[config.mk]
export PLATFORM = sky130hd
export DESIGN_NAME = ltp_formatter
export DESIGN_NICKNAME = d
export VERILOG_FILES = /design/src/ltp_pkg.sv /design/src/ltp_formatter.sv
export SDC_FILE = /design/constraint.sdc
export NUM_CORES = 1
export LEC_CHECK = 0
export BUFFER_PORTS_ARGS = -buffer_cell sky130_fd_sc_hd__buf_2
export CAP_MARGIN = 20
export CORE_MARGIN = 8
export CORE_UTILIZATION = 23
export DETAILED_ROUTE_END_ITERATION = 7
export PLACE_DENSITY = 0.4
export SYNTH_ARGS = -nofsm -noshare
export SYNTH_HDL_FRONTEND = slang
export SYNTH_SLANG_ARGS = --single-unit
[constraint.sdc]
create_clock -name core_clk -period 5.05 [get_ports core_clk]
set_input_delay 1.01 -clock core_clk [delete_from_list [all_inputs] [get_ports core_clk]]
set_output_delay 1.01 -clock core_clk [all_outputs]
set_load 0.01 [all_outputs]
[src/ltp_pkg.sv]
// Constants, register map and carrier types of the test pattern formatter
package ltp_pkg;
   // Channel count and word widths
   localparam int LTP_NCH = 4;
   localparam int LTP_RES = 14;
   localparam int LTP_WORD = 16;
   localparam int LTP_WORD_SHORT = 12;
   localparam int LTP_PAD = LTP_WORD - LTP_RES;
   localparam int LTP_TRUNC = LTP_WORD - LTP_WORD_SHORT;

   // Serial register port framing
   localparam int LTP_ADDR_W = 13;
   localparam int LTP_INSTR_BITS = 16;
   localparam int LTP_DATA_BITS = 8;
   localparam int LTP_FRAME_BITS = LTP_INSTR_BITS + LTP_DATA_BITS;
   localparam int LTP_RW_POS = 14;

   // Register offsets
   localparam logic [12:0] LTP_ADDR_TEST_MODE = 13'h000D;
   localparam logic [12:0] LTP_ADDR_USER1_A = 13'h0019;
   localparam logic [12:0] LTP_ADDR_USER1_B = 13'h001A;
   localparam logic [12:0] LTP_ADDR_USER2_A = 13'h001B;
   localparam logic [12:0] LTP_ADDR_USER2_B = 13'h001C;
   localparam logic [12:0] LTP_ADDR_OUT_MODE = 13'h0014;
   localparam logic [12:0] LTP_ADDR_OUT_PHASE = 13'h0016;
   localparam logic [12:0] LTP_ADDR_SER_CTRL = 13'h0021;

   // Field positions
   localparam int LTP_TM_RST_LONG_BIT = 4;
   localparam int LTP_TM_RST_SHORT_BIT = 5;
   localparam int LTP_OM_OFFSET_BIN_BIT = 0;
   localparam int LTP_SC_LSB_FIRST_BIT = 0;
   localparam int LTP_SC_WORD12_BIT = 1;
   localparam int LTP_SC_ONE_LANE_BIT = 2;

   // Reset values
   localparam logic [7:0] LTP_TM_RESET = 8'h00;
   localparam logic [7:0] LTP_USER_RESET = 8'h00;
   localparam logic [7:0] LTP_OM_RESET = 8'h00;
   localparam logic [7:0] LTP_PHASE_RESET = 8'h03;
   localparam logic [7:0] LTP_SC_RESET = 8'h00;

   // Test mode codes
   localparam logic [3:0] LTP_TM_OFF = 4'h0;
   localparam logic [3:0] LTP_TM_MID = 4'h1;
   localparam logic [3:0] LTP_TM_POS_FS = 4'h2;
   localparam logic [3:0] LTP_TM_NEG_FS = 4'h3;
   localparam logic [3:0] LTP_TM_CHECKER = 4'h4;
   localparam logic [3:0] LTP_TM_LONG_PRBS = 4'h5;
   localparam logic [3:0] LTP_TM_SHORT_PRBS = 4'h6;
   localparam logic [3:0] LTP_TM_WORD_TOGGLE = 4'h7;
   localparam logic [3:0] LTP_TM_USER = 4'h8;
   localparam logic [3:0] LTP_TM_BIT_TOGGLE = 4'h9;
   localparam logic [3:0] LTP_TM_SYNC = 4'hA;
   localparam logic [3:0] LTP_TM_ONE_BIT = 4'hB;
   localparam logic [3:0] LTP_TM_MIXED = 4'hC;

   // Pattern words, 16-bit and 12-bit forms (offset binary where formatted)
   localparam logic [15:0] LTP_P16_MID = 16'h8000;
   localparam logic [15:0] LTP_P16_POS_FS = 16'hFFFC;
   localparam logic [15:0] LTP_P16_ZERO = 16'h0000;
   localparam logic [15:0] LTP_P16_CHK_A = 16'hAAA8;
   localparam logic [15:0] LTP_P16_CHK_B = 16'h5554;
   localparam logic [15:0] LTP_P16_ONES = 16'hFFFC;
   localparam logic [15:0] LTP_P16_SYNC = 16'h01FC;
   localparam logic [15:0] LTP_P16_MIXED = 16'hA19C;
   localparam logic [11:0] LTP_P12_MID = 12'h800;
   localparam logic [11:0] LTP_P12_POS_FS = 12'hFFF;
   localparam logic [11:0] LTP_P12_ZERO = 12'h000;
   localparam logic [11:0] LTP_P12_CHK_A = 12'hAAA;
   localparam logic [11:0] LTP_P12_CHK_B = 12'h555;
   localparam logic [11:0] LTP_P12_ONES = 12'hFFF;
   localparam logic [11:0] LTP_P12_SYNC = 12'h03F;
   localparam logic [11:0] LTP_P12_MIXED = 12'hA33;

   // Pseudorandom generators: lengths and tap positions
   localparam int LTP_SHORT_LEN = 9;
   localparam int LTP_SHORT_TAP = 4;
   localparam int LTP_LONG_LEN = 23;
   localparam int LTP_LONG_TAP = 17;

   // Bit timing: one bit period is split into phase steps of the clock
   localparam int LTP_PHASE_STEP_DEG = 60;
   localparam int LTP_TICKS_PER_BIT = 360 / LTP_PHASE_STEP_DEG;
   localparam int LTP_DCO_TICKS = 2 * LTP_TICKS_PER_BIT;
   localparam int LTP_STRAP_WAIT = 3;

   typedef struct packed {
      logic [LTP_NCH-1:0][LTP_RES-1:0] sample;
   } ltp_conv_t;

   typedef struct packed {
      logic [3:0] mode;
      logic word12;
      logic one_lane;
      logic lsb_first;
      logic offset_bin;
      logic [3:0] phase;
   } ltp_cfg_t;
endpackage

[src/ltp_formatter.sv]
// Test pattern generator, output formatter, serializer and register port
`timescale 1ns/1ps
module ltp_formatter
   import ltp_pkg::*;
(
   input wire logic core_clk,
   input wire logic rst,
   input wire ltp_conv_t conv_in,
   output logic conv_take,
   input wire logic serial_select_n,
   input wire logic serial_clock_pattern_strap_pin,
   input wire logic serial_io_lane_strap_pin_in,
   output logic serial_io_lane_strap_pin_out,
   output logic serial_io_lane_strap_pin_oe,
   output logic [LTP_NCH-1:0] lane_a_pair,
   output logic [LTP_NCH-1:0] lane_b_pair,
   output logic word_frame_clock,
   output logic bit_capture_clock
);
   // Pin synchronisers: index 0 select, 1 serial clock, 2 serial data
   logic [2:0] pin_meta;
   logic [2:0] pin_sync;
   logic [2:0] pin_last;
   logic sel_n;
   logic sclk_rise;
   logic sclk_fall;

   always_ff @(posedge core_clk) begin
      if (rst) begin
         pin_meta <= 3'h1;
         pin_sync <= 3'h1;
         pin_last <= 3'h1;
      end else begin
         pin_meta <= {serial_io_lane_strap_pin_in, serial_clock_pattern_strap_pin,
                      serial_select_n};
         pin_sync <= pin_meta;
         pin_last <= pin_sync;
      end
   end

   assign sel_n = pin_sync[0];
   assign sclk_rise = pin_sync[1] & ~pin_last[1];
   assign sclk_fall = ~pin_sync[1] & pin_last[1];

   // Strap capture shortly after reset release
   logic [1:0] strap_cnt;
   logic strap_done;
   logic pin_mode;
   logic strap_two_lane;
   logic strap_fixed;

   always_ff @(posedge core_clk) begin
      if (rst) begin
         strap_cnt <= 2'h0;
         strap_done <= 1'b0;
         pin_mode <= 1'b0;
         strap_two_lane <= 1'b1;
         strap_fixed <= 1'b0;
      end else if (!strap_done) begin
         if (strap_cnt == 2'(LTP_STRAP_WAIT - 1)) begin
            strap_done <= 1'b1;
            pin_mode <= sel_n;
            strap_two_lane <= pin_sync[2];
            strap_fixed <= pin_sync[1] & sel_n;
         end else begin
            strap_cnt <= strap_cnt + 2'h1;
         end
      end
   end

   // Serial register port
   logic [4:0] spi_cnt;
   logic [15:0] spi_shift;
   logic spi_rd;
   logic [12:0] spi_addr;
   logic spi_wr;
   logic [7:0] spi_wdata;
   logic [7:0] rd_byte;
   logic [4:0] rd_pos;

   assign spi_wr = sclk_rise && !sel_n && strap_done && !spi_rd
                   && spi_cnt == 5'(LTP_FRAME_BITS - 1);
   assign spi_wdata = {spi_shift[LTP_DATA_BITS-2:0], pin_sync[2]};
   assign rd_pos = 5'(LTP_FRAME_BITS - 1) - spi_cnt;

   always_ff @(posedge core_clk) begin
      if (rst) begin
         spi_cnt <= 5'h0;
         spi_shift <= 16'h0000;
         spi_rd <= 1'b0;
         spi_addr <= 13'h0000;
      end else if (sel_n || !strap_done) begin
         spi_cnt <= 5'h0;
      end else if (sclk_rise && spi_cnt < 5'(LTP_FRAME_BITS)) begin
         spi_shift <= {spi_shift[14:0], pin_sync[2]};
         spi_cnt <= spi_cnt + 5'h1;
         if (spi_cnt == 5'(LTP_INSTR_BITS - 1)) begin
            spi_rd <= spi_shift[LTP_RW_POS];
            spi_addr <= {spi_shift[LTP_ADDR_W-2:0], pin_sync[2]};
         end
      end
   end

   always_ff @(posedge core_clk) begin
      if (rst) begin
         serial_io_lane_strap_pin_out <= 1'b0;
         serial_io_lane_strap_pin_oe <= 1'b0;
      end else if (sel_n) begin
         serial_io_lane_strap_pin_oe <= 1'b0;
      end else if (sclk_fall) begin
         if (spi_rd && spi_cnt >= 5'(LTP_INSTR_BITS) && spi_cnt < 5'(LTP_FRAME_BITS)) begin
            serial_io_lane_strap_pin_oe <= 1'b1;
            serial_io_lane_strap_pin_out <= rd_byte[rd_pos[2:0]];
         end else begin
            serial_io_lane_strap_pin_oe <= 1'b0;
         end
      end
   end

   // Register file
   logic [7:0] output_test_mode_control;
   logic [7:0] user_pattern_word1_byte_a;
   logic [7:0] user_pattern_word1_byte_b;
   logic [7:0] user_pattern_word2_byte_a;
   logic [7:0] user_pattern_word2_byte_b;
   logic [7:0] output_mode;
   logic [7:0] output_phase;
   logic [7:0] serial_control;

   always_ff @(posedge core_clk) begin
      if (rst) begin
         output_test_mode_control <= LTP_TM_RESET;
         user_pattern_word1_byte_a <= LTP_USER_RESET;
         user_pattern_word1_byte_b <= LTP_USER_RESET;
         user_pattern_word2_byte_a <= LTP_USER_RESET;
         user_pattern_word2_byte_b <= LTP_USER_RESET;
         output_mode <= LTP_OM_RESET;
         output_phase <= LTP_PHASE_RESET;
         serial_control <= LTP_SC_RESET;
      end else if (spi_wr) begin
         case (spi_addr)
            LTP_ADDR_TEST_MODE: output_test_mode_control <= spi_wdata;
            LTP_ADDR_USER1_A: user_pattern_word1_byte_a <= spi_wdata;
            LTP_ADDR_USER1_B: user_pattern_word1_byte_b <= spi_wdata;
            LTP_ADDR_USER2_A: user_pattern_word2_byte_a <= spi_wdata;
            LTP_ADDR_USER2_B: user_pattern_word2_byte_b <= spi_wdata;
            LTP_ADDR_OUT_MODE: output_mode <= spi_wdata;
            LTP_ADDR_OUT_PHASE: output_phase <= spi_wdata;
            LTP_ADDR_SER_CTRL: serial_control <= spi_wdata;
            default: ;
         endcase
      end
   end

   always_comb begin
      case (spi_addr)
         LTP_ADDR_TEST_MODE: rd_byte = output_test_mode_control;
         LTP_ADDR_USER1_A: rd_byte = user_pattern_word1_byte_a;
         LTP_ADDR_USER1_B: rd_byte = user_pattern_word1_byte_b;
         LTP_ADDR_USER2_A: rd_byte = user_pattern_word2_byte_a;
         LTP_ADDR_USER2_B: rd_byte = user_pattern_word2_byte_b;
         LTP_ADDR_OUT_MODE: rd_byte = output_mode;
         LTP_ADDR_OUT_PHASE: rd_byte = output_phase;
         LTP_ADDR_SER_CTRL: rd_byte = serial_control;
         default: rd_byte = 8'h00;
      endcase
   end

   // Effective configuration from registers or straps
   ltp_cfg_t cfg_live;
   ltp_cfg_t cfg_word;

   always_comb begin
      cfg_live.mode = output_test_mode_control[3:0];
      cfg_live.word12 = serial_control[LTP_SC_WORD12_BIT];
      cfg_live.one_lane = serial_control[LTP_SC_ONE_LANE_BIT];
      cfg_live.lsb_first = serial_control[LTP_SC_LSB_FIRST_BIT];
      cfg_live.offset_bin = output_mode[LTP_OM_OFFSET_BIN_BIT];
      cfg_live.phase = output_phase[3:0];
      if (pin_mode) begin
         cfg_live.mode = strap_fixed ? LTP_TM_ONE_BIT : LTP_TM_OFF;
         cfg_live.one_lane = ~strap_two_lane;
         cfg_live.word12 = 1'b0;
      end
   end

   // Pseudorandom generators
   function automatic logic [LTP_SHORT_LEN+LTP_RES-1:0] run_short(
      input logic [LTP_SHORT_LEN-1:0] s);
      logic [LTP_SHORT_LEN-1:0] st;
      logic [LTP_RES-1:0] bits;
      st = s;
      bits = '0;
      for (int i = 0; i < LTP_RES; i++) begin
         bits = {bits[LTP_RES-2:0], st[LTP_SHORT_LEN-1]};
         st = {st[LTP_SHORT_LEN-2:0], st[LTP_SHORT_LEN-1] ^ st[LTP_SHORT_TAP]};
      end
      return {st, bits};
   endfunction

   function automatic logic [LTP_LONG_LEN+LTP_RES-1:0] run_long(
      input logic [LTP_LONG_LEN-1:0] s);
      logic [LTP_LONG_LEN-1:0] st;
      logic [LTP_RES-1:0] bits;
      st = s;
      bits = '0;
      for (int i = 0; i < LTP_RES; i++) begin
         bits = {bits[LTP_RES-2:0], st[LTP_LONG_LEN-1]};
         st = {st[LTP_LONG_LEN-2:0], st[LTP_LONG_LEN-1] ^ st[LTP_LONG_TAP]};
      end
      return {st, bits};
   endfunction

   logic [LTP_SHORT_LEN-1:0] short_prbs;
   logic [LTP_LONG_LEN-1:0] long_prbs;
   logic [LTP_SHORT_LEN+LTP_RES-1:0] short_run;
   logic [LTP_LONG_LEN+LTP_RES-1:0] long_run;
   logic word_end;
   logic alt;

   assign short_run = run_short(short_prbs);
   assign long_run = run_long(long_prbs);

   always_ff @(posedge core_clk) begin
      if (rst || output_test_mode_control[LTP_TM_RST_SHORT_BIT]) begin
         short_prbs <= '1;
      end else if (word_end && cfg_live.mode == LTP_TM_SHORT_PRBS) begin
         short_prbs <= short_run[LTP_SHORT_LEN+LTP_RES-1:LTP_RES];
      end
   end

   always_ff @(posedge core_clk) begin
      if (rst || output_test_mode_control[LTP_TM_RST_LONG_BIT]) begin
         long_prbs <= '1;
      end else if (word_end && cfg_live.mode == LTP_TM_LONG_PRBS) begin
         long_prbs <= long_run[LTP_LONG_LEN+LTP_RES-1:LTP_RES];
      end
   end

   // Word alternation for two-word patterns
   always_ff @(posedge core_clk) begin
      if (rst) begin
         alt <= 1'b0;
      end else if (word_end) begin
         alt <= ~alt;
      end
   end

   // Builds the 16-bit word of one channel, MSB aligned
   function automatic logic [15:0] build_word(input ltp_cfg_t c, input logic a,
      input logic [LTP_RES-1:0] conv, input logic [LTP_RES-1:0] sp,
      input logic [LTP_RES-1:0] lp, input logic [15:0] u1, input logic [15:0] u2);
      logic [15:0] w16;
      logic [11:0] w12;
      logic fmt;
      logic raw;
      w16 = LTP_P16_ZERO;
      w12 = LTP_P12_ZERO;
      fmt = 1'b0;
      raw = 1'b0;
      case (c.mode)
         LTP_TM_OFF: begin w16 = {conv, LTP_PAD'(0)}; fmt = 1'b1; raw = 1'b1; end
         LTP_TM_MID: begin w16 = LTP_P16_MID; w12 = LTP_P12_MID; fmt = 1'b1; end
         LTP_TM_POS_FS: begin w16 = LTP_P16_POS_FS; w12 = LTP_P12_POS_FS; fmt = 1'b1; end
         LTP_TM_NEG_FS: begin fmt = 1'b1; end
         LTP_TM_CHECKER: begin
            w16 = a ? LTP_P16_CHK_B : LTP_P16_CHK_A;
            w12 = a ? LTP_P12_CHK_B : LTP_P12_CHK_A;
         end
         LTP_TM_LONG_PRBS: begin w16 = {lp, LTP_PAD'(0)}; fmt = 1'b1; raw = 1'b1; end
         LTP_TM_SHORT_PRBS: begin w16 = {sp, LTP_PAD'(0)}; fmt = 1'b1; raw = 1'b1; end
         LTP_TM_WORD_TOGGLE: begin
            w16 = a ? LTP_P16_ZERO : LTP_P16_ONES;
            w12 = a ? LTP_P12_ZERO : LTP_P12_ONES;
         end
         LTP_TM_USER: begin
            w16 = a ? u2 : u1;
            w12 = w16[15:LTP_TRUNC];
         end
         LTP_TM_BIT_TOGGLE: begin w16 = LTP_P16_CHK_A; w12 = LTP_P12_CHK_A; end
         LTP_TM_SYNC: begin w16 = LTP_P16_SYNC; w12 = LTP_P12_SYNC; end
         LTP_TM_ONE_BIT: begin w16 = LTP_P16_MID; w12 = LTP_P12_MID; end
         LTP_TM_MIXED: begin w16 = LTP_P16_MIXED; w12 = LTP_P12_MIXED; end
         default: ;
      endcase
      if (c.word12 && !raw) begin
         w16 = {w12, LTP_TRUNC'(0)};
      end
      if (c.word12 && raw) begin
         w16 = {w16[15:LTP_TRUNC], LTP_TRUNC'(0)};
      end
      if (fmt && !c.offset_bin) begin
         w16[15] = ~w16[15];
      end
      return w16;
   endfunction

   // Orders the active bits in transmit order, position 0 first
   function automatic logic [15:0] order_word(input logic [15:0] w, input logic w12,
      input logic lsb);
      logic [15:0] seq;
      seq = '0;
      for (int i = 0; i < LTP_WORD; i++) begin
         if (!lsb) begin
            seq[i] = w[LTP_WORD-1-i];
         end else if (w12) begin
            seq[i] = (i < LTP_WORD_SHORT) ? w[LTP_TRUNC+i] : 1'b0;
         end else begin
            seq[i] = w[i];
         end
      end
      return seq;
   endfunction

   // Serializer timing
   logic [2:0] tick;
   logic [4:0] bit_idx;
   logic [3:0] dco_pos;
   logic [4:0] bits_per_lane;
   logic [LTP_NCH-1:0][15:0] seq_word;

   assign bits_per_lane = cfg_word.one_lane
                          ? (cfg_word.word12 ? 5'(LTP_WORD_SHORT) : 5'(LTP_WORD))
                          : (cfg_word.word12 ? 5'(LTP_WORD_SHORT / 2) : 5'(LTP_WORD / 2));
   assign word_end = tick == 3'(LTP_TICKS_PER_BIT - 1) && bit_idx == bits_per_lane - 5'h1;
   assign conv_take = word_end;

   always_ff @(posedge core_clk) begin
      if (rst) begin
         tick <= 3'h0;
         bit_idx <= 5'h0;
         dco_pos <= 4'h0;
      end else begin
         dco_pos <= (word_end || dco_pos == 4'(LTP_DCO_TICKS - 1)) ? 4'h0 : dco_pos + 4'h1;
         if (tick == 3'(LTP_TICKS_PER_BIT - 1)) begin
            tick <= 3'h0;
            bit_idx <= word_end ? 5'h0 : bit_idx + 5'h1;
         end else begin
            tick <= tick + 3'h1;
         end
      end
   end

   // configuration and words change at word end
   always_ff @(posedge core_clk) begin
      if (rst) begin
         cfg_word <= '0;
         cfg_word.phase <= LTP_PHASE_RESET[3:0];
         seq_word <= '0;
      end else if (word_end) begin
         cfg_word <= cfg_live;
         for (int ch = 0; ch < LTP_NCH; ch++) begin
            seq_word[ch] <= order_word(build_word(cfg_live, alt, conv_in.sample[ch],
               short_run[LTP_RES-1:0], long_run[LTP_RES-1:0],
               {user_pattern_word1_byte_b, user_pattern_word1_byte_a},
               {user_pattern_word2_byte_b, user_pattern_word2_byte_a}),
               cfg_live.word12, cfg_live.lsb_first);
         end
      end
   end

   // Lane outputs, frame clock and phased data clock
   logic [3:0] dco_rel;
   logic [3:0] phase_lim;

   assign phase_lim = (cfg_word.phase > 4'(LTP_DCO_TICKS - 1)) ? 4'(LTP_DCO_TICKS - 1)
                      : cfg_word.phase;
   assign dco_rel = (dco_pos >= phase_lim) ? dco_pos - phase_lim
                    : dco_pos + 4'(LTP_DCO_TICKS) - phase_lim;

   always_ff @(posedge core_clk) begin
      if (rst) begin
         lane_a_pair <= '0;
         lane_b_pair <= '0;
         word_frame_clock <= 1'b0;
         bit_capture_clock <= 1'b0;
      end else begin
         bit_capture_clock <= dco_rel < 4'(LTP_TICKS_PER_BIT);
         word_frame_clock <= bit_idx < (bits_per_lane >> 1);
         for (int ch = 0; ch < LTP_NCH; ch++) begin
            // padding zeros sit in the word tail, but at its head for LSB-first 16-bit words
            if (cfg_word.one_lane) begin
               lane_a_pair[ch] <= seq_word[ch][bit_idx[3:0]];
               lane_b_pair[ch] <= 1'b0;
            end else begin
               lane_b_pair[ch] <= seq_word[ch][{bit_idx[2:0], 1'b0}];
               lane_a_pair[ch] <= seq_word[ch][{bit_idx[2:0], 1'b1}];
            end
         end
      end
   end
endmodule

Word level (Yosys, flattened, before mapping)
Cells that the tools add are included.
{"block": "word_totals", "ff_bits": 239, "inputBits": 61, "out_inout_bits": 13, "wordCells": 378}
{"block": "op_classes", "addsub": 10, "magnitude_cmp": 10, "eq_ne": 26, "n_mux": 206, "bitwise": 43, "reduce_logical": 44}
{"operator": "case mux 16 bit (11 select lines)", "count": 4}
{"operator": "2-to-1 mux 16 bit", "count": 15}
{"operator": "2-to-1 mux 1 bit", "count": 158}
{"operator": "case mux 12 bit (8 select lines)", "count": 1}
{"operator": "== test 13 x 5 -> 1 bit (second input constant)", "count": 6}
{"operator": "case mux 8 bit (8 select lines)", "count": 1}
{"operator": "2-to-1 mux 4 bit", "count": 8}
{"operator": "bitwise XOR 1 bit", "count": 28}
{"operator": "binary-select mux 1 bit (select 3 bit)", "count": 9}
{"operator": "== test 4 bit (second input constant)", "count": 6}
{"operator": "2-to-1 mux 12 bit", "count": 2}
{"operator": "AND reduction 2 bit", "count": 11}
{"operator": "binary-select mux 1 bit (select 4 bit)", "count": 4}
{"operator": "== test 4 x 3 -> 1 bit (second input constant)", "count": 4}
{"operator": "less-than comparator 4 x 5 -> 1 bit (second input constant)", "count": 3}
{"operator": "2-to-1 mux 5 bit", "count": 3}
{"operator": "== test 13 x 4 -> 1 bit (second input constant)", "count": 1}
{"operator": "== test 13 x 6 -> 1 bit (second input constant)", "count": 1}
{"operator": "logical AND 1 bit", "count": 13}
{"operator": "NOT 1 bit", "count": 12}
{"operator": "OR reduction 2 bit", "count": 6}
{"operator": "adder 5 x 1 -> 5 bit (second input constant)", "count": 2}
{"operator": "== test 4 x 2 -> 1 bit (second input constant)", "count": 2}
{"operator": "subtractor 4 bit", "count": 2}
{"operator": "other kinds (27)", "count": 37}

Longest topological paths before layout
Gate-level depths: netlist of run 1.
{"block": "depth", "depth_word": 17, "depth_mapped": 11, "ltp_nobuf": 10}

Worst setup path before layout of run 1
Ideal clock, no wire load.
{"block": "synth_path", "path_type": "reg2out", "from": "register cfg_word[6] (netlist name)", "to": "output conv_take", "arrival_time_ns": 2.343, "required_ns": 4.040, "slack_ns": 1.697, "path_stages_with_launch": 10, "path_buffers": 3, "path_cell_list": "dfxtp_1 -> clkbuf_1 -> inv_1 -> ha_1 -> xnor2_1 -> xnor2_1 -> or3_1 -> inv_2 -> clkbuf_1 -> buf_2"}
{"block": "synth_via", "elab_chain_len": 4}
{"item": "start: declaration", "line_no": "ltp_formatter.sv:171", "source": "ltp_cfg_t cfg_word;"}
{"item": "start signal: assignment", "line_no": "ltp_formatter.sv:351", "source": "cfg_word <= cfg_live;"}
{"item": "2-to-1 mux 5 bit", "line_no": "ltp_formatter.sv:323", "source": "? (cfg_word.word12 ? 5'(LTP_WORD_SHORT) : 5'(LTP_WORD))"}
{"item": "subtractor 5 x 1 -> 5 bit", "line_no": "ltp_formatter.sv:325", "source": "assign word_end = tick == 3'(LTP_TICKS_PER_BIT - 1) && bit_idx == bits_per_lane - 5'h1;"}
{"item": "== test 5 bit", "line_no": "ltp_formatter.sv:325"}
{"item": "logical AND 1 bit", "line_no": "ltp_formatter.sv:325"}
{"item": "end: declaration", "line_no": "ltp_formatter.sv:9", "source": "output logic conv_take,"}
Every way passes these cells.

Worst setup path in the final report of run 1
Ends and elaborated chain as after synthesis.

==> impl_metrics.ini, run 1 <==
[placed_design]
io_buf_count = 73
final_weighted_congestion_in_routability_driven_placement = 0.8203
dpl_worst_slack_ps = 1400
hpwl_um = 35460

[die]
coreArea_mm2 = 0.05748
initial_core_util_pct = 23.20
die_h_um = 256.8
top_level_ports = 74
fp-row-count = 88
die_area_mm2 = 0.06595
die_width_um = 256.8

[layout]
layout-area-overhead-vs-synth_pct = 15.00
final_net_count = 1629
n_antenna_cell = 0
num-fill-cells = 6265
final_layout_size_suffix_gt1_share_pct = 14.43

[routing]
antenna_violating_nets_post_route = 0
drt-met1-wl_um = 23350
drt_first_pass_iters = 6
drc = 0
detail_route.wl_per_cell_um = 21.04
wl_met2_um = 22470
top_layer_used = met4
met3_routed_length_um = 2181
detail_route.vias_per_cell = 5.041
drtIter0Drc = 870
num_vias = 11750
totalWireLength_um = 49040

[yosys]
ys_types = 83
synth_top_cell_by_area = dfxtp_1
asyncSetResetFlopFracSynth_pct = 0
synthCells = 1542
synth-compound-area-share_pct = 20.15
syn_nets = 1627
portion_of_the_post_synthesis_area_used_by_sequential_elements_pct = 35.73
simple_gate_share_of_the_synthesized_area_pct = 19.29
synth_largest_type_area_fraction_pct = 35.73
top_post_synthesis_cells_by_count = dfxtp_1 (238), nand2_1 (202), nor2_1 (140)
synthXorXnorAreaFrac_pct = 3.743
syn_avg_cell_area_um2 = 8.649
synth_ff_type = dfxtp_1
post_synth_main_area_contributors = dfxtp_1 (36%), mux2i_1 (6.7%), mux4_2 (6.1%)
synth_edf_count = 0
synth.area.mux_share_pct = 13.86
synth-seq-cells = 238
synthesis.area_mm2 = 0.01334
dominant_combinational_cell_family_by_area_after_synthesis = compound AO/OA/AOI/OAI gates
post_synth_fa_ha_maj_area_fraction_pct = 2.420
yosysWarnings = 0
synth_most_common_cell = dfxtp_1

[clock_network]
ctsLongestPathBuffers = 3
clk_latency_ps = 550
cts_made_buffers = 28
post_cts.resized_instances = 0
clock-root-buffer = clkbuf_16
numClockSinks = 238
path_clk_slew_ps = 60
tritoncts = done
ctsHoldBuffers = 0
cts-htree-levels = 1
post-cts-setup-buffer-count = 0

[run_status]
run_status = finished clean

[timing]
maximum_clock_skew_at_final_layout_ps = 11.60
finalWorstPathRequiredPeriod_ps = 4071
transition_at_the_pin_with_the_smallest_max_transition_slack_ps = 1046
finalHoldViolations = 0
rsz0062_at_grt = false
layout_setup_ws_ps = 979.4
timing.final.setup_violations = 0
maxSlewHeadroom_pct = 30.10
setup_tns_final_ps = 0
slew_viol_final = 0
min_period_over_period_pct = 80.61
maxClockFrequency_mhz = 245.7

[worst_setup_path]
startpoint_type = flip-flop
crit_path_cell_trace = inv_1 -> ha_1 -> xnor2_1 -> xnor2_1 -> or3_1 -> inv_2 -> buf_2
cp_slowest_stage_delay_ps = 710
timing.critical_path.arrival_ps = 3060
critical_path.endpoint_type = output port
worst_r2r_startpoint = cfg_word[6]$_SDFFE_PP0P_
crit_start = cfg_word[6]$_SDFFE_PP0P_
worst-path-max-fanout = 17
cpMostUsedCell = xnor2_1
worstPathRequired_ps = 4040
critPathSlowestCell = dfxtp_1
critical_path_class = flip-flop to output port

[grt]
grt_start_max_net_pins = 78
grt_antenna_before_repair = 0
grtUsageTotal_pct = 14.36
via_count_of_the_first_global_routing_pass = 11520
first_pass_grt_wire_length_um = 75200
globalRouteOverflowTotal = 0

[power_and_ir_drop]
power-per-cell-area_mw_per_mm2 = 292.2
ir_worst_vdd_mv = 0.2095
total_power_uw = 4482
power.static_leakage_uw = 0.005679

[worst_hold_path]
timing.hold.worst.start = pin_meta[0]$_SDFF_PP1_
path_type_of_the_worst_min_delay_path = flip-flop to flip-flop

[job]
drv.max_cap_violation_count = 0
## cells in the final DEF, fill, tap and decap left out, types with 18 or more instances in the layout
master | synthesis | routed
a21oi_1 | 121 | 121
dfxtp_1 | 238 | 236
clkbuf_16 | 0 | 29
nand3_1 | 61 | 61
inv_1 | 25 | 25
nor2_1 | 140 | 140
o211ai_1 | 37 | 37
buf_2 | 30 | 72
nor2b_1 | 22 | 21
buf_4 | 1 | 28
xnor2_1 | 41 | 41
nand2_1 | 202 | 202
a211oi_1 | 19 | 19
a32o_1 | 18 | 18
nor3_1 | 28 | 28
ha_1 | 21 | 21
mux4_2 | 36 | 36
mux2i_1 | 89 | 89
o21ai_0 | 31 | 31
## where the power goes
| part | total (µW) | internal (µW) | switching (µW) |
|---|---|---|---|
| Sequential | 1920 | 1900 | 25.4 |
| Clock | 2080 | 1240 | 833 |
| Combinational | 481 | 166 | 315 |
## registers in the layout (all words and copies together) (netlist names), 4 cells and up
| signal | flops |
|---|---|
| bit_idx | 5 |
| cfg_word | 6 |
| dco_pos | 4 |
| lane_a_pair | 4 |
| lane_b_pair | 4 |
| long_prbs | 23 |
| output_mode | 8 |
| output_phase | 8 |
| output_test_mode_control | 8 |
| seq_word | 64 |
| serial_control | 8 |
| short_prbs | 9 |
| spi_addr | 13 |
| spi_cnt | 5 |
| spi_shift | 15 |
| user_pattern_word1_byte_a | 8 |
| user_pattern_word1_byte_b | 8 |
| user_pattern_word2_byte_a | 8 |
| user_pattern_word2_byte_b | 8 |
## stage by stage
step           utilization (%)  instances  hold WS, ps  area, µm²
4_1_cts                  26.64       2330        410.1      15310
3_3_place_gp             24.99       2278        398.4      14360
6_report                 26.69       2331        406.9      15340
5_1_grt                  26.69       2331        446.3      15340
2_1_floorplan                -       1542        389.5      13340
3_5_place_dp             24.99       2278        395.5      14360
## final timing paths
path                           endpoint  depth (start not counted)  slack [ps]
min reg2reg      pin_sync[0]$_SDFF_PP1_                          1         410
max                           conv_take                          7         980
max reg2reg  short_prbs[5]$_SDFFE_PP1P_                         11        1400
min              pin_sync[0]$_SDFF_PP1_                          1         410
## kinds of logic (layout without fill, tap and decap cells)
kind of cell,after synthesis,count (layout)
simple gates,547,547
compound gates,380,380
flops,238,238
buf+inv,158,182
mux,138,138
xor+xnor,57,57
fa+ha+maj,24,24
## critical path: cells and delay by family (launching register included)
family        cells  cell delay [ps]
flops             1              710
xor+xnor          2              280
fa+ha+maj         1              350
buf+inv           3              510
simple gates      1              630
## layout make-up
type	instances	area, µm²	area share [%]
sequential	238	4767	31.08
inverter	27	101.3	0.6608
clock buffer	45	885.9	5.776
timing repair buffer	103	629.4	4.103
tap	765	957.2	6.241
multi-input combinational	1146	7934	51.73
clock inverter	7	62.56	0.4079
## metal layers
layer  up-vias  GRT usage (%)
met4         0          3.079
li1       5606              -
met1      5781          20.06
met2       304          23.43
met5         -              0
met3        59          1.827
(Power assumes the default switching activity.)
==> inputs of run 2 (changes only) <==
--- a/config.mk
+++ b/config.mk
@@ -10,7 +10,7 @@
 export CORE_MARGIN = 8
 export CORE_UTILIZATION = 23
 export DETAILED_ROUTE_END_ITERATION = 7
-export PLACE_DENSITY = 0.4
+export PLACE_DENSITY = 0.41
 export SYNTH_ARGS = -nofsm -noshare
 export SYNTH_HDL_FRONTEND = slang
 export SYNTH_SLANG_ARGS = --single-unit
==> constraint.sdc (replaced) <==
create_clock -name core_clk -period 3.3 [get_ports core_clk]
set_input_delay 0.66 -clock core_clk [delete_from_list [all_inputs] [get_ports core_clk]]
set_output_delay 0.66 -clock core_clk [all_outputs]
set_load 0.01 [all_outputs]
==> run 2 against run 1 <==
Effect of this change:
- setup slack got worse by 790 ps
- largest cell class unchanged
- non-clock buffer count rose by 36
- count of clock-buffer cells in the layout shrank 1
- critical endpoint unchanged
- clock skew is 6.9 ps higher
- via count up 2.4%
- clock power grew 58%
- final cell count up 1.6%
- die area is the same
- global-route usage is 0.11 points higher
- wire length up 0.91%
- design area rose by 2.0%
- flip-flop and latch count unchanged
==> impl_metrics.ini, run 2 (same netlist as run 1, synthesis figures left out) <==
[layout]
final_common_cell = dfxtp_1
mostFrequentLayoutCells = dfxtp_1 (236), nand2_1 (202), nor2_1 (140)
layout-area-overhead-vs-synth_pct = 17.25
final_layout_size_suffix_gt1_share_pct = 16.22
register_cell_area_after_layout_mm2 = 0.004767
multi_input_area_mm2 = 0.007934
reg_top3 = seq_word (64), long_prbs (23), spi_shift (15)
num-fill-cells = 6226
final_net_count = 1667
n_antenna_cell = 0
final_cell_area_mm2 = 0.01564
largest_register_ffs = 64
max_flop_register = seq_word

[timing]
setup_tns_final_ps = 0
rsz0062_at_grt = false
finalHoldViolations = 0
min_period_over_period_pct = 94.35
maximum_clock_skew_at_final_layout_ps = 18.47
finalWorstPathRequiredPeriod_ps = 3113
layout_setup_ws_ps = 186.5
maxClockFrequency_mhz = 321.2
timing.final.setup_violations = 0
slew_viol_final = 0
transition_at_the_pin_with_the_smallest_max_transition_slack_ps = 843.5
maxSlewHeadroom_pct = 43.25

[routing]
drtIter0Drc = 1029
drt_first_pass_iters = 5
totalWireLength_um = 49490
detail_route.vias_per_cell = 5.080
drc = 0
wl_met2_um = 22380
num_vias = 12030
met3_routed_length_um = 2473
detail_route.wl_per_cell_um = 20.90
drt-met1-wl_um = 23180
top_layer_used = met4
antenna_violating_nets_post_route = 0

[placed_design]
final_weighted_congestion_in_routability_driven_placement = 0.8670
dpl_worst_slack_ps = 395.6
hpwl_um = 36540
io_buf_count = 73
detailed_place.area_mm2 = 0.01466

[worst_hold_path]
path_type_of_the_worst_min_delay_path = primary input to flip-flop
timing.hold.worst.start = serial_select_n
hold_path_depth = 2
whs_endpoint = pin_meta[0]$_SDFF_PP1_

[power_and_ir_drop]
power.static_leakage_uw = 0.005863
ir_worst_vdd_mv = 0.3795
power-per-cell-area_mw_per_mm2 = 446.6

[worst_setup_path]
worst-path-max-fanout = 16
critPathSlowestCell = or3_1
critical_path.endpoint_type = output port
startpoint_type = flip-flop
slack_of_the_worst_reg_to_reg_path_ps = 380
timing.rr.end = serial_io_lane_strap_pin_out$_SDFFE_PP0P_
cp_slowest_stage_delay_ps = 410
worstPathRequired_ps = 2640
rr_worst_depth = 7
critical_path_class = flip-flop to output port
worst_r2r_startpoint = spi_addr[4]$_SDFFE_PP0P_
crit_path_cell_trace = buf_4 -> ha_1 -> xor2_1 -> nand4_1 -> or3_1 -> clkinv_2 -> buf_2
timing.critical_path.arrival_ps = 2450

[grt]
first_pass_grt_wire_length_um = 75580
grtUsageTotal_pct = 14.47
grt_start_max_net_pins = 54
grt_antenna_before_repair = 0
via_count_of_the_first_global_routing_pass = 11780
globalRouteOverflowTotal = 0

[clock_network]
cts-htree-levels = 1
clk_latency_ps = 570
cts_made_buffers = 30
clock-root-buffer = clkbuf_16
tritoncts = done
numClockSinks = 238
ctsLongestPathBuffers = 3
post-cts-setup-buffer-count = 0
path_clk_slew_ps = 60
ctsHoldBuffers = 0

[die]
top_level_ports = 74
initial_core_util_pct = 23.20
die_area_mm2 = 0.06595
coreArea_mm2 = 0.05748
die_h_um = 256.8
die_width_um = 256.8
fp-row-count = 88

[run_status]
run_status = finished clean

[job]
drv.max_cap_violation_count = 0
==> run 2: cell count changes in the layout (fill, tap and decap cells not counted), sizes merged <==
cell      previous run  this run
buf                103       139
bufinv               1         2
clkbuf              45        44
clkinvlp             1         2
==> run 2: what timing repair did <==
action                                 in CTS  in global routing
endpoints found under the hold margin       0                  0
setup endpoints to repair                   0                  1
resized for setup                           0                  1
==> run 2: area by class of cell <==
cell class	count	share of cell area (%)
inverters	27	0.6561
clock buffers	44	5.529
multi-input cells	1146	50.74
clock inverters	9	0.6881
well taps	765	6.121
repair buffers	139	5.785
flip-flops and latches	238	30.48
==> run 2: worst max-delay path by stage <==
stage | end | from
4_1_cts | conv_take | cfg_word[6]$_SDFFE_PP0P_
3_3_place_gp | serial_io_lane_strap_pin_out$_SDFFE_PP0P_ | spi_addr[4]$_SDFFE_PP0P_
6_report | conv_take | cfg_word[6]$_SDFFE_PP0P_
2_1_floorplan | conv_take | cfg_word[6]$_SDFFE_PP0P_
3_5_place_dp | serial_io_lane_strap_pin_out$_SDFFE_PP0P_ | spi_addr[4]$_SDFFE_PP0P_
5_1_grt | conv_take | cfg_word[6]$_SDFFE_PP0P_
==> run 2: critical path, delay by kind of cell, from the launching register on <==
| kind | cells | cell delay [ps] |
|---|---|---|
| xor+xnor | 1 | 150 |
| fa+ha+maj | 1 | 190 |
| buf+inv | 3 | 690 |
| flops | 1 | 320 |
| simple gates | 2 | 520 |
==> run 2: routing by layer <==
layer | vias up | global-route usage, %
li1 | 5700 | -
met1 | 5921 | 19.83
met2 | 344 | 23.26
met3 | 65 | 2.161
met4 | 0 | 4.399
met5 | - | 0
==> run 2: power by group <==
part           leakage, µW  switching (µW)  internal [µW]  total, µW
registers          0.00192            31.2           2910       2940
clock network     0.000470            1320           1960       3280
logic              0.00347             494            268        763
total              0.00586            1850           5130       6980
==> run 2: metrics by stage <==
step | power, µW | hold WS, ps | util (%) | cells
after floorplan | 3490 | 389.5 | - | 1542
after global placement | 3754 | 410.0 | 25.51 | 2315
after detailed placement | 3753 | 412.4 | 25.51 | 2315
after CTS | 7085 | 250.5 | 27.21 | 2368
after global routing | 7273 | 269.5 | 27.21 | 2368
final | 6984 | 284.0 | 27.21 | 2368
==> inputs of run 3 (changes only) <==
==> config.mk (replaced) <==
export PLATFORM = sky130hd
export DESIGN_NAME = ltp_formatter
export DESIGN_NICKNAME = d
export VERILOG_FILES = /design/src/ltp_pkg.sv /design/src/ltp_formatter.sv
export SDC_FILE = /design/constraint.sdc
export NUM_CORES = 1
export LEC_CHECK = 0
export CAP_MARGIN = 20
export CORE_MARGIN = 8
export CORE_UTILIZATION = 53
export DETAILED_ROUTE_END_ITERATION = 7
export DONT_BUFFER_PORTS = 1
export PLACE_DENSITY = 0.74
export SYNTH_ARGS = -nofsm -noshare
export SYNTH_HDL_FRONTEND = slang
export SYNTH_SLANG_ARGS = --single-unit
==> run 3 against run 2 <==
Effect of this change:
- wire length fell by 17%
- core utilization up 31 points
- design area decreased by 7.3%
- highest routed layer unchanged
- via count shrank 1.6%
- critical path depth is 1 lower
- critical endpoint unchanged
- sequential share of layout area grew 2.4 points
==> impl_metrics.ini, run 3 (same netlist as run 1, synthesis figures left out) <==
[timing]
maxClockFrequency_mhz = 315.6
slew_viol_final = 0
finalWorstPathRequiredPeriod_ps = 3169
min_period_over_period_pct = 96.02
maxSlewHeadroom_pct = 33.01
rsz0062_at_grt = false
maximum_clock_skew_at_final_layout_ps = 11.34
layout_setup_ws_ps = 131.2
finalHoldViolations = 0
setup_tns_final_ps = 0
transition_at_the_pin_with_the_smallest_max_transition_slack_ps = 998.8
timing.final.setup_violations = 0

[layout]
mostFrequentLayoutCells = dfxtp_1 (236), nand2_1 (202), nor2_1 (140)
final_layout_size_suffix_gt1_share_pct = 11.38
finalCoreUtilization_pct = 58.09
max_flop_register = seq_word
layout-area-overhead-vs-synth_pct = 8.734
final_common_cell = dfxtp_1
reg_top3 = seq_word (64), long_prbs (23), spi_shift (15)
final-instance-count-excl-fill = 1846
largest_register_ffs = 64
final_net_count = 1576
num-fill-cells = 2256

[placed_design]
placedCellCount = 1792
final_weighted_congestion_in_routability_driven_placement = 0.9926
dpl_worst_slack_ps = 403.6
hpwl_um = 29640
io_buf_count = 0

[die]
die_width_um = 174.6
coreArea_mm2 = 0.02496
die_area_mm2 = 0.03050
fp-row-count = 58
die_h_um = 174.6
top_level_ports = 74
initial_core_util_pct = 53.42

[clock_network]
path_clk_slew_ps = 60
post-cts-setup-buffer-count = 0
cts_made_buffers = 27
cts-htree-levels = 1
tritoncts = done
numClockSinks = 238
ctsLongestPathBuffers = 3
clk_latency_ps = 540
clock-root-buffer = clkbuf_16

[grt]
grt_start_max_net_pins = 158
grt_antenna_before_repair = 4
globalRouteOverflowTotal = 0
via_count_of_the_first_global_routing_pass = 11250
grtUsageTotal_pct = 25.91
first_pass_grt_wire_length_um = 63780

[routing]
detail_route.vias_per_cell = 6.412
drtIter0Drc = 1193
num_vias = 11840
drc = 0
totalWireLength_um = 41000
antenna_violating_nets_post_route = 0
detail_route.wl_per_cell_um = 22.21
drt_first_pass_iters = 7

[worst_setup_path]
rr_worst_depth = 7
worst-path-max-fanout = 19
crit_start = tick[0]$_SDFF_PP0_
timing.critical_path.arrival_ps = 2510
critical_path.endpoint_type = output port
critical_path_class = flip-flop to output port
worstPathRequired_ps = 2640
startpoint_type = flip-flop
worst_r2r_startpoint = output_test_mode_control[2]$_SDFFE_PP0P_

[power_and_ir_drop]
power.combinational.fraction_pct = 9.9
power.share.switching_pct = 25.24
power-per-cell-area_mw_per_mm2 = 450.8
power.static_leakage_uw = 0.005441
pwr-share-seq_pct = 44.9
ir_worst_vdd_mv = 0.3770
netSwitchingPower_uw = 1650
cell_internal_power_uw = 4888
pwr-share-clk_pct = 45.2

[worst_hold_path]
timing.hold.worst.start = rst
path_type_of_the_worst_min_delay_path = primary input to flip-flop
hold_path_depth = 1

[job]
drv.max_cap_violation_count = 0

[run_status]
run_status = finished clean
-- run 3: cell count changes in the layout (fill, tap and decap cells not counted), sizes merged --
cell | before | now
clkinv | 6 | 8
buf | 139 | 51
inv | 26 | 27
clkbuf | 44 | 40
bufinv | 2 | 1
clkinvlp | 2 | 1
diode | 0 | 4
-- run 3: per-layer routing --
layer  track usage, %  up-vias  wire (µm)
met5                0        -          0
met4            12.36        0       2038
met3            4.943      123       3447
met2            42.14      608      18920
met1            32.71     5595      16600
li1                 -     5510          -
-- run 3: worst max-delay path, cell delays in order (launching register included) --
cell and delay, ps:
dfxtp_1 360, ha_1 170, and2_1 370, nand4_1 140, or3_1 460, inv_6 220
buf_4 240
-- run 3: layout make-up --
| type | count | area (µm²) | area share (%) |
|---|---|---|---|
| Antenna cell | 4 | 10.01 | 0.06903 |
| Clock inverter | 10 | 81.33 | 0.5608 |
| Tap cell | 330 | 412.9 | 2.847 |
| Sequential cell | 238 | 4767 | 32.87 |
| Timing Repair Buffer | 51 | 395.4 | 2.726 |
| Multi-Input combinational cell | 1146 | 7934 | 54.71 |
| Clock buffer | 40 | 794.5 | 5.479 |
| Inverter | 27 | 106.4 | 0.7334 |
-- run 3: path summary, 6_finish.rpt --
check / end / slack [ps]
max: conv_take / 130
min: seq_word[47]$_SDFFE_PP0P_ / 210
max reg2reg: seq_word[38]$_SDFFE_PP0P_ / 340
min reg2reg: pin_sync[0]$_SDFF_PP1_ / 410
-- run 3: stage by stage --
stage	total power, µW	hold WS (ps)	instance area, µm²
floorplan	3490	389.5	13340
CTS	6560	184.6	14490
global placement	3616	397.8	13610
global route	6749	198.4	14500
detailed placement	3627	405.3	13610
finish	6538	205.9	14500
-- run 3: what timing repair did --
action,CTS,global route
setup endpoints to repair,1,1
hold buffers,0,0
gates resized for setup,1,1
-- run 3: power groups by stage --
| stage | sequential (µW) | combinational [µW] | clock [µW] |
|---|---|---|---|
| after floorplan | 2990 | 502 | 0 |
| after global placement | 3000 | 618 | 0 |
| after detailed placement | 3000 | 628 | 0 |
| after CTS | 2940 | 632 | 2990 |
| after global routing | 2940 | 701 | 3110 |
| final | 2940 | 649 | 2950 |
